$ cat config.mk
export PLATFORM = sky130hd
export DESIGN_NAME = rtcs_top
export DESIGN_NICKNAME = d
export VERILOG_FILES = /design/src/design/rtcs_top.v
export VERILOG_INCLUDE_DIRS = /design/src /design/src/design
export SDC_FILE = /design/constraint.sdc
export NUM_CORES = 1
export LEC_CHECK = 0
export ABC_AREA = 1
export ABC_CLOCK_PERIOD_IN_PS = 8700
export BUFFER_PORTS_ARGS = -buffer_cell sky130_fd_sc_hd__buf_2
export CORE_MARGIN = 1.5
export CORE_UTILIZATION = 45
export DETAILED_ROUTE_END_ITERATION = 7
export PLACE_DENSITY_LB_ADDON = 0.25
export SYNTH_ARGS = -nofsm -noshare
export SYNTH_HDL_FRONTEND = slang
export SYNTH_HIERARCHICAL = 1
export SYNTH_SLANG_ARGS = --single-unit
$ cat constraint.sdc
create_clock -name CLK_SYS_IN -period 8.7 [get_ports CLK_SYS_IN]
set_input_delay 1.305 -clock CLK_SYS_IN [delete_from_list [all_inputs] [get_ports CLK_SYS_IN]]
set_output_delay 1.305 -clock CLK_SYS_IN [all_outputs]
set_load 0.05 [all_outputs]
$ cat src/design/rtcs_consts.vh
`ifndef RTCS_CONSTS_VH
`define RTCS_CONSTS_VH

// Register map.
`define RTCS_ADR_SEC 6'h00
`define RTCS_ADR_MIN 6'h01
`define RTCS_ADR_HOUR 6'h02
`define RTCS_ADR_DAY 6'h03
`define RTCS_ADR_DATE 6'h04
`define RTCS_ADR_MONTH 6'h05
`define RTCS_ADR_YEAR 6'h06
`define RTCS_ADR_SQW_CTRL 6'h07
`define RTCS_ADR_RAM_LO 6'h08
`define RTCS_ADR_RAM_HI 6'h3F
`define RTCS_NUM_CLK_REGS 8

// Field positions.
`define RTCS_BIT_HALT 7
`define RTCS_BIT_H12 6
`define RTCS_BIT_PM 5
`define RTCS_BIT_SQW_LEVEL 7
`define RTCS_BIT_SQW_EN 4
`define RTCS_SQW_CTRL_MASK 8'h93

// Rate select codes.
`define RTCS_RATE_1HZ 2'h0
`define RTCS_RATE_4K 2'h1
`define RTCS_RATE_8K 2'h2
`define RTCS_RATE_32K 2'h3

// Reset values.
`define RTCS_RST_SEC 8'h80
`define RTCS_RST_OTHER 8'h00
`define RTCS_RST_PTR 6'h00

// Bus slave address.
`define RTCS_SLAVE_ADDR 7'h68

// Time base divider: 32768 time base periods per second.
`define RTCS_DIV_W 15
`define RTCS_DIV_LAST 15'h7FFF

// Write buffer.
`define RTCS_FIFO_W 14
`define RTCS_FIFO_DEPTH 16

`endif

$ cat src/design/rtcs_top.v
`timescale 1ns/1ns
`default_nettype none
`include "rtcs_consts.vh"

// Small first-in first-out buffer; no slot is lost, full uses a wrap bit.
module rtcs_fifo #(
   parameter W = 14,
   parameter DEPTH = 16,
   parameter AW = 4
) (
   input wire clk_in,
   input wire rst_in,
   input wire in_valid_in,
   output wire in_ready_out,
   input wire [W-1:0] in_data_in,
   output wire out_valid_out,
   input wire out_ready_in,
   output wire [W-1:0] out_data_out
);
   reg [W-1:0] mem_q [0:DEPTH-1];
   reg [AW:0] wr_q;
   reg [AW:0] rd_q;
   wire empty;
   wire full;

   assign empty = (wr_q == rd_q);
   assign full = (wr_q[AW] != rd_q[AW]) && (wr_q[AW-1:0] == rd_q[AW-1:0]);
   assign in_ready_out = !full;
   assign out_valid_out = !empty;
   assign out_data_out = mem_q[rd_q[AW-1:0]];

   // Pointers move only on a completed handshake on their own side.
   always @(posedge clk_in)
   begin
      if (rst_in)
      begin
         wr_q <= {(AW+1){1'b0}};
         rd_q <= {(AW+1){1'b0}};
      end
      else
      begin
         if (in_valid_in && !full)
         begin
            mem_q[wr_q[AW-1:0]] <= in_data_in;
            wr_q <= wr_q + 1'b1;
         end
         if (out_ready_in && !empty)
            rd_q <= rd_q + 1'b1;
      end
   end
endmodule // rtcs_fifo

// Summary of operation
// Clock registers sit at 00h-07h, RAM at 08h-3Fh, one flat space.
// Pointer at 3Fh wraps to 00h during multi-byte transfers.
// All time and calendar fields are BCD, one digit per nibble.
// Bit 7 of address zero halts the time base when set; here it freezes the divider, and rate 11 still passes the time base.
// Contents after power-on are undefined; host should clear the halt bit.
// Hours bit 6 set selects twelve-hour counting, clear selects twenty-four.
// Hours bit 5 is PM flag in twelve-hour mode, else tens bit.
// Each START copies time to a shadow set; reads come from it.
// Square-wave control: level bit 7, enable bit 4, rate bits 1:0.
// With enable clear the square-wave pin shows the level bit.
// With enable set the pin carries the divided time-base wave.
// Rate 00 is 1Hz, 01 4.096kHz, 10 8.192kHz, 11 32.768kHz.
// At 1Hz the time registers update on each falling square-wave edge.
// The master starts a transfer only when both lines are high.
// Data falling while clock is high is a START.
// Data rising while clock is high is a STOP ending the transfer.
// Data changes only while clock is low; one clock pulse per bit.
// Whole bytes each with a ninth acknowledge bit; no byte limit.
// The master clocks the bus no faster than 100kHz; the testbench master takes eight system clocks per bit.
// The acknowledging receiver holds data low through the ninth clock high.
// Master withholds acknowledge on the last read byte; device releases data.
// Only the master makes clock, START and STOP; device is slave.
// First byte is address 1101000 plus direction; only a match is acknowledged.
// First written byte loads the pointer; later bytes fill successive registers.
// Reads start at the current pointer, whatever it last held.
// Bytes move most significant bit first.
// Pointer increments after each data byte, wrapping from 3Fh to 00h.
module rtcs_top (
   input wire CLK_SYS_IN,
   input wire SYS_RST_IN,
   input wire SCL_IN,
   input wire SDA_IN,
   output wire SDA_DATA_OUT,
   output wire SDA_OE_N_OUT,
   input wire TB_CLK_IN,
   output wire SQW_DATA_OUT,
   output wire SQW_OE_N_OUT
);
   localparam [4:0] ST_IDLE = 5'h01;
   localparam [4:0] ST_RX = 5'h02;
   localparam [4:0] ST_ACK = 5'h04;
   localparam [4:0] ST_TX = 5'h08;
   localparam [4:0] ST_MACK = 5'h10;
   localparam [1:0] PH_ADDR = 2'h0;
   localparam [1:0] PH_PTR = 2'h1;
   localparam [1:0] PH_DATA = 2'h2;

   reg [7:0] regs_q [0:63];
   reg [7:0] shadow_q [0:`RTCS_NUM_CLK_REGS-1];
   reg scl_s1_q, scl_s2_q, scl_s3_q;
   reg sda_s1_q, sda_s2_q, sda_s3_q;
   reg tb_s1_q, tb_s2_q, tb_s3_q;
   reg [4:0] state_q;
   reg [3:0] cnt_q;
   reg [7:0] shift_q;
   reg [1:0] phase_q;
   reg rw_q;
   reg mack_q;
   reg [5:0] ptr_q;
   reg sda_oe_n_q;
   reg push_q;
   reg [13:0] push_data_q;
   reg [`RTCS_DIV_W-1:0] div_q;
   reg sqw_oe_n_q;
   reg [7:0] nt [0:6];
   reg [7:0] rd_byte;
   reg wave;
   reg [7:0] hr;
   reg [7:0] inc12, inc24;
   reg [7:0] mdays;
   reg c_min, c_hour, c_day, c_month, c_year;
   reg leap;
   wire scl_rise, scl_fall, bus_start, bus_stop, tb_rise, tick;
   wire fifo_in_ready, fifo_out_valid;
   wire [13:0] fifo_out_data;
   wire [7:0] ctrl;
   // Each process has its own loop index, so no variable is written by two processes.
   integer i, j, k;

   // Two-step increment of a packed BCD byte.
   function [7:0] bcd_inc;
      input [7:0] v;
      begin
         if (v[3:0] == 4'h9)
            bcd_inc = {v[7:4] + 4'h1, 4'h0};
         else
            bcd_inc = {v[7:4], v[3:0] + 4'h1};
      end
   endfunction

   // SCL, SDA and the time base each pass two flops; the third flop only serves edge detection.
   always @(posedge CLK_SYS_IN)
   begin
      scl_s1_q <= SCL_IN;
      scl_s2_q <= scl_s1_q;
      scl_s3_q <= scl_s2_q;
      sda_s1_q <= SDA_IN;
      sda_s2_q <= sda_s1_q;
      sda_s3_q <= sda_s2_q;
      tb_s1_q <= TB_CLK_IN;
      tb_s2_q <= tb_s1_q;
      tb_s3_q <= tb_s2_q;
   end

   assign scl_rise = scl_s2_q && !scl_s3_q;
   assign scl_fall = !scl_s2_q && scl_s3_q;
   assign bus_start = scl_s2_q && scl_s3_q && !sda_s2_q && sda_s3_q;
   assign bus_stop = scl_s2_q && scl_s3_q && sda_s2_q && !sda_s3_q;
   assign tb_rise = tb_s2_q && !tb_s3_q;
   // The halt bit freezes the divider, so no seconds tick can occur.
   assign tick = tb_rise && !regs_q[`RTCS_ADR_SEC][`RTCS_BIT_HALT] && (div_q == `RTCS_DIV_LAST);
   assign ctrl = regs_q[`RTCS_ADR_SQW_CTRL];

   // Clock register reads come from the snapshot so a read never tears.
   always @*
   begin
      if (ptr_q < `RTCS_ADR_RAM_LO)
         rd_byte = shadow_q[ptr_q[2:0]];
      else
         rd_byte = regs_q[ptr_q];
   end

   // Next calendar values, one carry chain from seconds to year.
   always @*
   begin
      for (i = 0; i < 7; i = i + 1)
         nt[i] = regs_q[i];
      hr = regs_q[`RTCS_ADR_HOUR];
      // Hour digits are incremented apart from the mode and meridian bits, which must survive.
      inc12 = bcd_inc({3'h0, hr[4:0]});
      inc24 = bcd_inc({2'h0, hr[5:0]});
      c_min = 1'b0;
      c_hour = 1'b0;
      c_day = 1'b0;
      c_month = 1'b0;
      c_year = 1'b0;
      leap = regs_q[`RTCS_ADR_YEAR][4] ? (regs_q[`RTCS_ADR_YEAR][3:0] == 4'h2 || regs_q[`RTCS_ADR_YEAR][3:0] == 4'h6)
         : (regs_q[`RTCS_ADR_YEAR][3:0] == 4'h0 || regs_q[`RTCS_ADR_YEAR][3:0] == 4'h4
         || regs_q[`RTCS_ADR_YEAR][3:0] == 4'h8);
      case (regs_q[`RTCS_ADR_MONTH])
         8'h02: mdays = leap ? 8'h29 : 8'h28;
         8'h04, 8'h06, 8'h09, 8'h11: mdays = 8'h30;
         default: mdays = 8'h31;
      endcase
      // Seconds and minutes roll at 59; the halt bit stays clear while running.
      if (regs_q[0][6:0] == 7'h59)
      begin
         nt[0] = 8'h00;
         c_min = 1'b1;
      end
      else
         nt[0] = bcd_inc({1'b0, regs_q[0][6:0]});
      if (c_min)
      begin
         if (regs_q[1] == 8'h59)
         begin
            nt[1] = 8'h00;
            c_hour = 1'b1;
         end
         else
            nt[1] = bcd_inc(regs_q[1]);
      end
      if (c_hour)
      begin
         if (hr[`RTCS_BIT_H12])
         begin
            // Twelve-hour: 11 to 12 flips the meridian flag, 12 to 1 does not.
            if (hr[4:0] == 5'h12)
               nt[2] = {hr[7:5], 5'h01};
            else if (hr[4:0] == 5'h11)
            begin
               nt[2] = {hr[7:6], !hr[`RTCS_BIT_PM], 5'h12};
               c_day = hr[`RTCS_BIT_PM];
            end
            else
               nt[2] = {hr[7:5], inc12[4:0]};
         end
         else if (hr[5:0] == 6'h23)
         begin
            nt[2] = {hr[7:6], 6'h00};
            c_day = 1'b1;
         end
         else
            nt[2] = {hr[7:6], inc24[5:0]};
      end
      if (c_day)
      begin
         nt[3] = (regs_q[3] == 8'h07) ? 8'h01 : bcd_inc(regs_q[3]);
         if (regs_q[4] == mdays)
         begin
            nt[4] = 8'h01;
            c_month = 1'b1;
         end
         else
            nt[4] = bcd_inc(regs_q[4]);
      end
      if (c_month)
      begin
         if (regs_q[5] == 8'h12)
         begin
            nt[5] = 8'h01;
            c_year = 1'b1;
         end
         else
            nt[5] = bcd_inc(regs_q[5]);
      end
      if (c_year)
         nt[6] = (regs_q[6] == 8'h99) ? 8'h00 : bcd_inc(regs_q[6]);
   end

   // Register store: the seconds tick wins and stalls the write buffer for that cycle.
   always @(posedge CLK_SYS_IN)
   begin
      if (SYS_RST_IN)
      begin
         // Power-on contents are undefined; the clock starts halted and the host must clear it.
         regs_q[`RTCS_ADR_SEC] <= `RTCS_RST_SEC;
         for (j = 1; j < `RTCS_NUM_CLK_REGS; j = j + 1)
            regs_q[j] <= `RTCS_RST_OTHER;
      end
      else if (tick)
      begin
         for (j = 0; j < 7; j = j + 1)
            regs_q[j] <= nt[j];
      end
      else if (fifo_out_valid)
      begin
         if (fifo_out_data[13:8] == `RTCS_ADR_SQW_CTRL)
            regs_q[fifo_out_data[13:8]] <= fifo_out_data[7:0] & `RTCS_SQW_CTRL_MASK;
         else
            regs_q[fifo_out_data[13:8]] <= fifo_out_data[7:0];
      end
   end

   // Snapshot of the clock registers at each START.
   always @(posedge CLK_SYS_IN)
   begin
      if (bus_start)
      begin
         for (k = 0; k < `RTCS_NUM_CLK_REGS; k = k + 1)
            shadow_q[k] <= regs_q[k];
      end
   end

   // Written bytes queue here, so a tick never drops a byte arriving in the same cycle.
   rtcs_fifo #(
      .W(`RTCS_FIFO_W),
      .DEPTH(`RTCS_FIFO_DEPTH),
      .AW(4)
   ) u_wbuf (
      .clk_in(CLK_SYS_IN),
      .rst_in(SYS_RST_IN),
      .in_valid_in(push_q),
      .in_ready_out(fifo_in_ready),
      .in_data_in(push_data_q),
      .out_valid_out(fifo_out_valid),
      .out_ready_in(!tick),
      .out_data_out(fifo_out_data)
   );

   // Time base divider and square-wave pin.
   always @(posedge CLK_SYS_IN)
   begin
      if (SYS_RST_IN)
      begin
         div_q <= {`RTCS_DIV_W{1'b0}};
         sqw_oe_n_q <= 1'b1;
      end
      else
      begin
         if (tb_rise && !regs_q[`RTCS_ADR_SEC][`RTCS_BIT_HALT])
            div_q <= div_q + 1'b1;
         if (ctrl[`RTCS_BIT_SQW_EN])
            sqw_oe_n_q <= wave;
         else
            sqw_oe_n_q <= ctrl[`RTCS_BIT_SQW_LEVEL];
      end
   end

   // The 1Hz wave falls exactly when the divider wraps, which is the seconds tick.
   always @*
   begin
      case (ctrl[1:0])
         `RTCS_RATE_1HZ: wave = div_q[14];
         `RTCS_RATE_4K: wave = div_q[2];
         `RTCS_RATE_8K: wave = div_q[1];
         default: wave = tb_s2_q;
      endcase
   end

   // Bus slave. Output changes only follow a clock fall, so data is stable while clock is high.
   always @(posedge CLK_SYS_IN)
   begin
      if (SYS_RST_IN)
      begin
         state_q <= ST_IDLE;
         cnt_q <= 4'h0;
         shift_q <= 8'h00;
         phase_q <= PH_ADDR;
         rw_q <= 1'b0;
         mack_q <= 1'b0;
         ptr_q <= `RTCS_RST_PTR;
         sda_oe_n_q <= 1'b1;
         push_q <= 1'b0;
         push_data_q <= 14'h0000;
      end
      else
      begin
         push_q <= 1'b0;
         if (bus_start)
         begin
            state_q <= ST_RX;
            cnt_q <= 4'h0;
            phase_q <= PH_ADDR;
            sda_oe_n_q <= 1'b1;
         end
         else if (bus_stop)
         begin
            state_q <= ST_IDLE;
            sda_oe_n_q <= 1'b1;
         end
         else
         begin
            case (state_q)
               ST_RX:
               begin
                  if (scl_rise && cnt_q != 4'h8)
                  begin
                     shift_q <= {shift_q[6:0], sda_s2_q};
                     cnt_q <= cnt_q + 4'h1;
                  end
                  else if (scl_fall && cnt_q == 4'h8)
                  begin
                     state_q <= ST_ACK;
                     if (phase_q == PH_ADDR)
                     begin
                        if (shift_q[7:1] == `RTCS_SLAVE_ADDR)
                        begin
                           rw_q <= shift_q[0];
                           sda_oe_n_q <= 1'b0;
                           phase_q <= shift_q[0] ? PH_DATA : PH_PTR;
                        end
                        else
                           state_q <= ST_IDLE;
                     end
                     else if (phase_q == PH_PTR)
                     begin
                        ptr_q <= shift_q[5:0];
                        sda_oe_n_q <= 1'b0;
                        phase_q <= PH_DATA;
                     end
                     else if (fifo_in_ready)
                     begin
                        push_q <= 1'b1;
                        push_data_q <= {ptr_q, shift_q};
                        ptr_q <= ptr_q + 6'h01;
                        sda_oe_n_q <= 1'b0;
                     end
                  end
               end
               ST_ACK:
               begin
                  if (scl_fall)
                  begin
                     cnt_q <= 4'h0;
                     if (rw_q)
                     begin
                        // Reads begin wherever the pointer was left.
                        state_q <= ST_TX;
                        shift_q <= rd_byte;
                        sda_oe_n_q <= rd_byte[7];
                        ptr_q <= ptr_q + 6'h01;
                        cnt_q <= 4'h1;
                     end
                     else
                     begin
                        state_q <= ST_RX;
                        sda_oe_n_q <= 1'b1;
                     end
                  end
               end
               ST_TX:
               begin
                  if (scl_fall)
                  begin
                     if (cnt_q == 4'h8)
                     begin
                        state_q <= ST_MACK;
                        sda_oe_n_q <= 1'b1;
                     end
                     else
                     begin
                        shift_q <= {shift_q[6:0], 1'b0};
                        sda_oe_n_q <= shift_q[6];
                        cnt_q <= cnt_q + 4'h1;
                     end
                  end
               end
               ST_MACK:
               begin
                  if (scl_rise)
                     mack_q <= !sda_s2_q;
                  else if (scl_fall)
                  begin
                     if (mack_q)
                     begin
                        state_q <= ST_TX;
                        shift_q <= rd_byte;
                        sda_oe_n_q <= rd_byte[7];
                        ptr_q <= ptr_q + 6'h01;
                        cnt_q <= 4'h1;
                     end
                     else
                        state_q <= ST_IDLE;
                  end
               end
               ST_IDLE:
                  sda_oe_n_q <= 1'b1;
               default:
                  state_q <= ST_IDLE;
            endcase
         end
      end
   end

   // Both pins are open drain: the data is always low and the enable decides.
   assign SDA_DATA_OUT = 1'b0;
   assign SDA_OE_N_OUT = sda_oe_n_q;
   assign SQW_DATA_OUT = 1'b0;
   assign SQW_OE_N_OUT = sqw_oe_n_q;
endmodule // rtcs_top

`default_nettype wire

# Yosys cells after proc, flatten, opt, wreduce, memory -nomap -nowiden
# Memories as Yosys holds them, arrays and structs flattened. A register that Yosys moved wholly into a read port is not among the register bits.
# Cells that the tools add are included.
op_classes:
  addsub: 20
  mul: 0
  n_div: 0
  order_cmp: 1
  n_eq_ne: 65
  shift: 0
  muxes: 140
  n_bitwise: 17
  reduce_logical: 50
op_table:
  columns: ["cell", "n"]
  rows:
  - ["$mux W8", 34]
  - ["$mux W6", 17]
  - ["$add A4 B1 Y4 const B", 13]
  - ["$mux W1", 51]
  - ["$mux W4", 11]
  - ["$mux W5", 8]
  - ["$eq A4 B4 Y1 const B", 9]
  - ["$ne A4 B4 Y1 const B", 9]
  - ["$pmux W8 S4", 1]
  - ["$pmux W5 S5", 1]
  - ["$eq A8 B3 Y1 const B", 3]
  - ["$ne A2 B2 Y1 const B", 12]
  - ["$reduce_and A8 Y1", 3]
  - ["$pmux W6 S3", 1]
  - ["$eq A8 B5 Y1 const B", 2]
  - ["$mux W16", 1]
  - ["$pmux W4 S4", 1]
  - ["$reduce_or A8 Y1", 2]
  - ["$add A15 B1 Y15 const B", 1]
  - ["$eq A15 B15 Y1 const B", 1]
  - ["$eq A5 B5 Y1 const B", 3]
  - ["$logic_and A1 B1 Y1", 15]
  - ["$eq A7 B7 Y1 const B", 2]
  - ["$mux W2", 6]
  - ["51 further kinds", 86]
totals:
  reg_bits: 78
  latch_bits: 0
  mem_bits_rw: 800
  rom_bits: 0
  in_bits: 5
  out_inout_bits: 4
  word_cells: 320
  n_memories: 3
memory_table:
  columns: ["memory", "words", "width", "read_ports", "rd_clocked_by_memory_dff", "write_ports", "line_no", "rtl"]
  rows:
  - ["regs_q", 64, 8, 9, 1, 8, "rtcs_top.v:101", "reg [7:0] regs_q [0:63];"]
  - ["u_wbuf.mem_q", 16, 14, 1, 1, 1, "rtcs_top.v:20", "reg [W-1:0] mem_q [0:DEPTH-1];"]
  - ["shadow_q", 8, 8, 1, 1, 8, "rtcs_top.v:102", "reg [7:0] shadow_q [0:`RTCS_NUM_CLK_REGS-1];"]

# Logic depth before layout (Yosys ltp)
# An unclocked memory read counts as a cell.
depth:
  word_depth: 13
  ltp_mapped: 19
  mapped_depth_nobuf: 17

# Hierarchy
# The synthesis kept the hierarchy.
by_module_without_submodules:
  columns: ["mod", "n_inst", "cells_each", "area_per_inst_um2", "seq_area_each_um2"]
  rows:
  - ["rtcs_top", 1, 2752, 28668.7, 18778.0]
  - ["rtcs_fifo", 1, 848, 9942.0, 7006.7]

# Worst setup path after synthesis
# OpenSTA, ideal clock, no wires.
synth_path:
  kind: "register to register"
  startpoint: "register sda_s2_q"
  endpoint: "register with a tool-made name"
  setup_time_ps: 78
  arrival_time_ps: 4273
  required_ps: 8622
  slack_ps: 4349
  path_stages_with_launch: 10
  n_path_buf: 0
  synth_period_minus_slack_ps: 4351
  cell_sequence: "dfxtp_1 -> inv_1 -> nand2_1 -> nor2_1 -> nor2_1 -> nand3_1 -> nor2_1 -> o21ai_2 -> o21ai_0 -> a21oi_1"
synth_lines:
  columns: ["element", "line_no", "rtl"]
  rows:
  - ["from (decl)", "rtcs_top.v:104", "reg sda_s1_q, sda_s2_q, sda_s3_q;"]
  - ["from (signal assigned)", "rtcs_top.v:151", "sda_s2_q <= sda_s1_q;"]

==> summary.txt <==
Outcome
  • Status: completed

Worst setup path
  • Max incr delay on CP: 0.80 ns
  • CP arrival: 4.66 ns
  • Crit path max-delay family: buffers and inverters
  • Worst path cell trace: buf_4 -> o211ai_1 -> nand3_1 -> nand3_1 -> nand2_1 -> inv_1 -> nor3_1 -> a21oi_2 -> nand2_1 -> inv_2 -> buf_4
  • Crit end category: register
  • Slowest cell on crit path: dfxtp_4
  • Crit-path max FO: between 80 and 90
  • Crit Path Class: reg -> reg
  • Critical Path RT: 9.06 ns
  • Crit path buffers/inverters: 4
  • Crit start category: register

Min path
  • Hold Path Class: reg -> reg

GRT
  • Initial antenna violation count: 0
  • First-pass GRT wire length: 147000 um
  • Largest net degree at the start of global routing: 111
  • Gr ovfl total: 0
  • Vias in the first global route: approximately 25000
  • Gr usage total: 0.222

Route
  • Initial DRT Pass Iterations: 5
  • DR vias/cell: 5.51
  • DRC: 0
  • Final ANT Viol Nets: 0
  • Total number of vias: 26400
  • Drt wl/cell: about 20 um
  • Total Wirelength: 97300 um
  • Number of DRC markers in iteration 0: 2875

STA
  • Post-layout min period: 4.29 ns
  • Final Hold Violating Endpoints: 0
  • Period utilization: 0.493
  • Rel. slew slack: 0.322
  • RSZ-0062 raised after global routing: no
  • Worst slew pin tran: 1.02 ns
  • Sum of negative setup slack: 0 ns
  • Max-slew violation count: 0
  • Fmax: 233 MHz
  • Endpoints failing setup: 0
  • Hold_ws: approximately 0.32 ns
  • Worst Skew: 0.0492 ns

Yosys
  • Avg Cell Area, Syn: 10.7 sq um
  • Syn Std Cell Area: 38600 sq um
  • Post-synthesis mux area share: 0.000259
  • Simple-gate share of the synthesized area: 0.194
  • Xor/xnor share of the synthesized area: 0.00635
  • Largest cells by area after synthesis: edfxtp_1 62%, nand2_1 8.4%, nand3_1 7.4%
  • Synth Area in Adders: 0.00972
  • Largest family of logic cells by synthesized area: simple AND/OR/NAND/NOR gates
  • Register area share after synthesis: 0.668
  • Main synth FF type: edfxtp_1
  • Register bit total from synthesis: 888
  • Top post-synthesis cells by count: 859 x nand2_1, 800 x edfxtp_1, 569 x nand3_1, 280 x inv_1, 219 x nor2_1
  • Compound-gate portion of the synthesized area: 0.0685
  • Yosys top cell area share: 0.622
  • Yosys top cell by area: edfxtp_1
  • Ys async rst share: 0
  • Number of synthesized flops with an enable pin: 800
  • Most frequent cell after synthesis: nand2_1
  • Post-Syn Instances: between 3000 and 4000
  • YS warnings: 6
  • Synth cell types: 57

Final layout
  • Share of layout cells above drive strength 1: 0.0722
  • P&R area growth vs syn: 10.5%
  • Nets: between 3000 and 4000

Clock tree
  • Root buffer cell: clkbuf_16
  • Post-CTS Hold Fix Bufs: 0
  • Num CTS Buffers: 94
  • CTS tree: done
  • Max Buffers Root-to-Sink: 3
  • Buffer count from post-CTS setup fixing: 0
  • Clock sinks: approximately 890
  • Post-CTS sizing: 0
  • Clock latency on the worst-skew pair: ~0.68 ns
  • H-tree Lvls: 3
  • Clk slew on worst S/H paths: 0.06 ns

Placement
  • DP Wirelength: between 50000 and 60000 um
  • RD Place Congestion: 0.868
  • PortBufs: 6

Power and ir drop
  • Maximum VDD drop: 183 uV
  • Power Dens Cells: 270 nW/um^2
  • Leakage: 15.5 nW
  • Total Power: 11.5 mW

Job
  • Max Cap Viol: 0

Die
  • Initial Utilization: 0.453
  • I/O pins: 9
  • Full die area: 87600 sq um
  • Die width: 296 um
  • Num rows: about 110
  • Core ar.: around 85000 sq um
  • Chip height: 296 um
## placed cells by master, fill, tap and decap left out, types with 7 or more instances in the layout
cell type / count
nand2_1: 855
edfxtp_1: 800
nand3_1: 569
inv_1: 275
nor2_1: 218
o21ai_0: 147
a21oi_1: 137
clkbuf_16: 94
dfxtp_1: 83
o211ai_1: 60
buf_4: 46
o22ai_1: 42
ha_1: 30
nor3_1: 29
clkinv_1: 21
inv_2: 17
nand4_1: 16
xnor2_1: 15
clkinv_2: 15
clkbuf_1: 15
xor2_1: 13
o32ai_1: 13
a211oi_1: 11
bufinv_16: 10
nand3_2: 7
nor2_4: 7
## path summary, 6_finish.rpt
| kind | from | to | slack, ns | cells after the start |
|---|---|---|---|---|
| worst max-delay path | register | regs_q[56][5]$_DFFE_PP_ | 4.41 | 11 |
| worst max register to register | register | regs_q[56][5]$_DFFE_PP_ | 4.41 | 11 |
| worst min register to register | tb_s1_q$_DFF_P_ | tb_s2_q$_DFF_P_ | 0.32 | 0 |
| worst min-delay path | tb_s1_q$_DFF_P_ | tb_s2_q$_DFF_P_ | 0.32 | 0 |
## state kept, by name (all words and copies together), names as in the netlist, 2 cells and up, named ones only
signal	flops
u_wbuf/rd_q	5
u_wbuf/mem_q	224
phase_q	2
push_data_q	14
ptr_q	6
regs_q	512
shift_q	8
shadow_q	64
state_q	5
cnt_q	4
div_q	15
u_wbuf/wr_q	5
## area by class of cell
| class | count | area, sq um |
|---|---|---|
| tap | 1144 | 1430 |
| multi-input combinational | 2236 | 10800 |
| clock inverter | 60 | 649 |
| antenna | 1 | 2.50 |
| sequential | 888 | 25800 |
| clock buffer | 114 | 2480 |
| timing repair buffer | 52 | 375 |
| inverter | 295 | 1120 |
| fill | 7637 | 42500 |
## cell families after synthesis
logic type	Yosys count
adders and majority gates	30
other	1
xor gates and xnor gates	28
buffers and inverters	481
and+or+nand+nor	1727
DFF	888
AOI/OAI and AO/OA	444
muxes	1
## worst register-to-register path, stage by stage, from the launching register on
cell,delay (ns)
dfxtp_4,0.80
buf_4,0.76
o211ai_1,0.21
nand3_1,0.12
nand3_1,0.08
nand2_1,0.26
inv_1,0.13
nor3_1,0.46
a21oi_2,0.16
nand2_1,0.29
inv_2,0.34
buf_4,0.38
## routing by layer
layer,share of wire,GRT usage
met2,0.45,0.341
met5,0,0
met1,0.44,0.321
met4,0.027,0.0768
met3,0.080,0.0361
## stage by stage
| stage | cells | setup slack [ns] | cell area (sq um) | utilization |
|---|---|---|---|---|
| global route | 4789 | 4.03 | 42700 | 0.501 |
| global placement | 4615 | 4.46 | 39500 | 0.464 |
| floorplan | 3605 | 4.35 | 38600 | - |
| finish | 4790 | 4.41 | 42700 | 0.501 |
| detailed placement | 4615 | 4.43 | 39500 | 0.464 |
| CTS | 4789 | 4.39 | 42700 | 0.501 |
## power by group
group / switching [mW] / internal, mW
combinational: 1.80 / 0.520
clock: 1.69 / 2.34
sequential: 0.150 / 5.01
No activity file was read; power rests on OpenSTA's default activity.
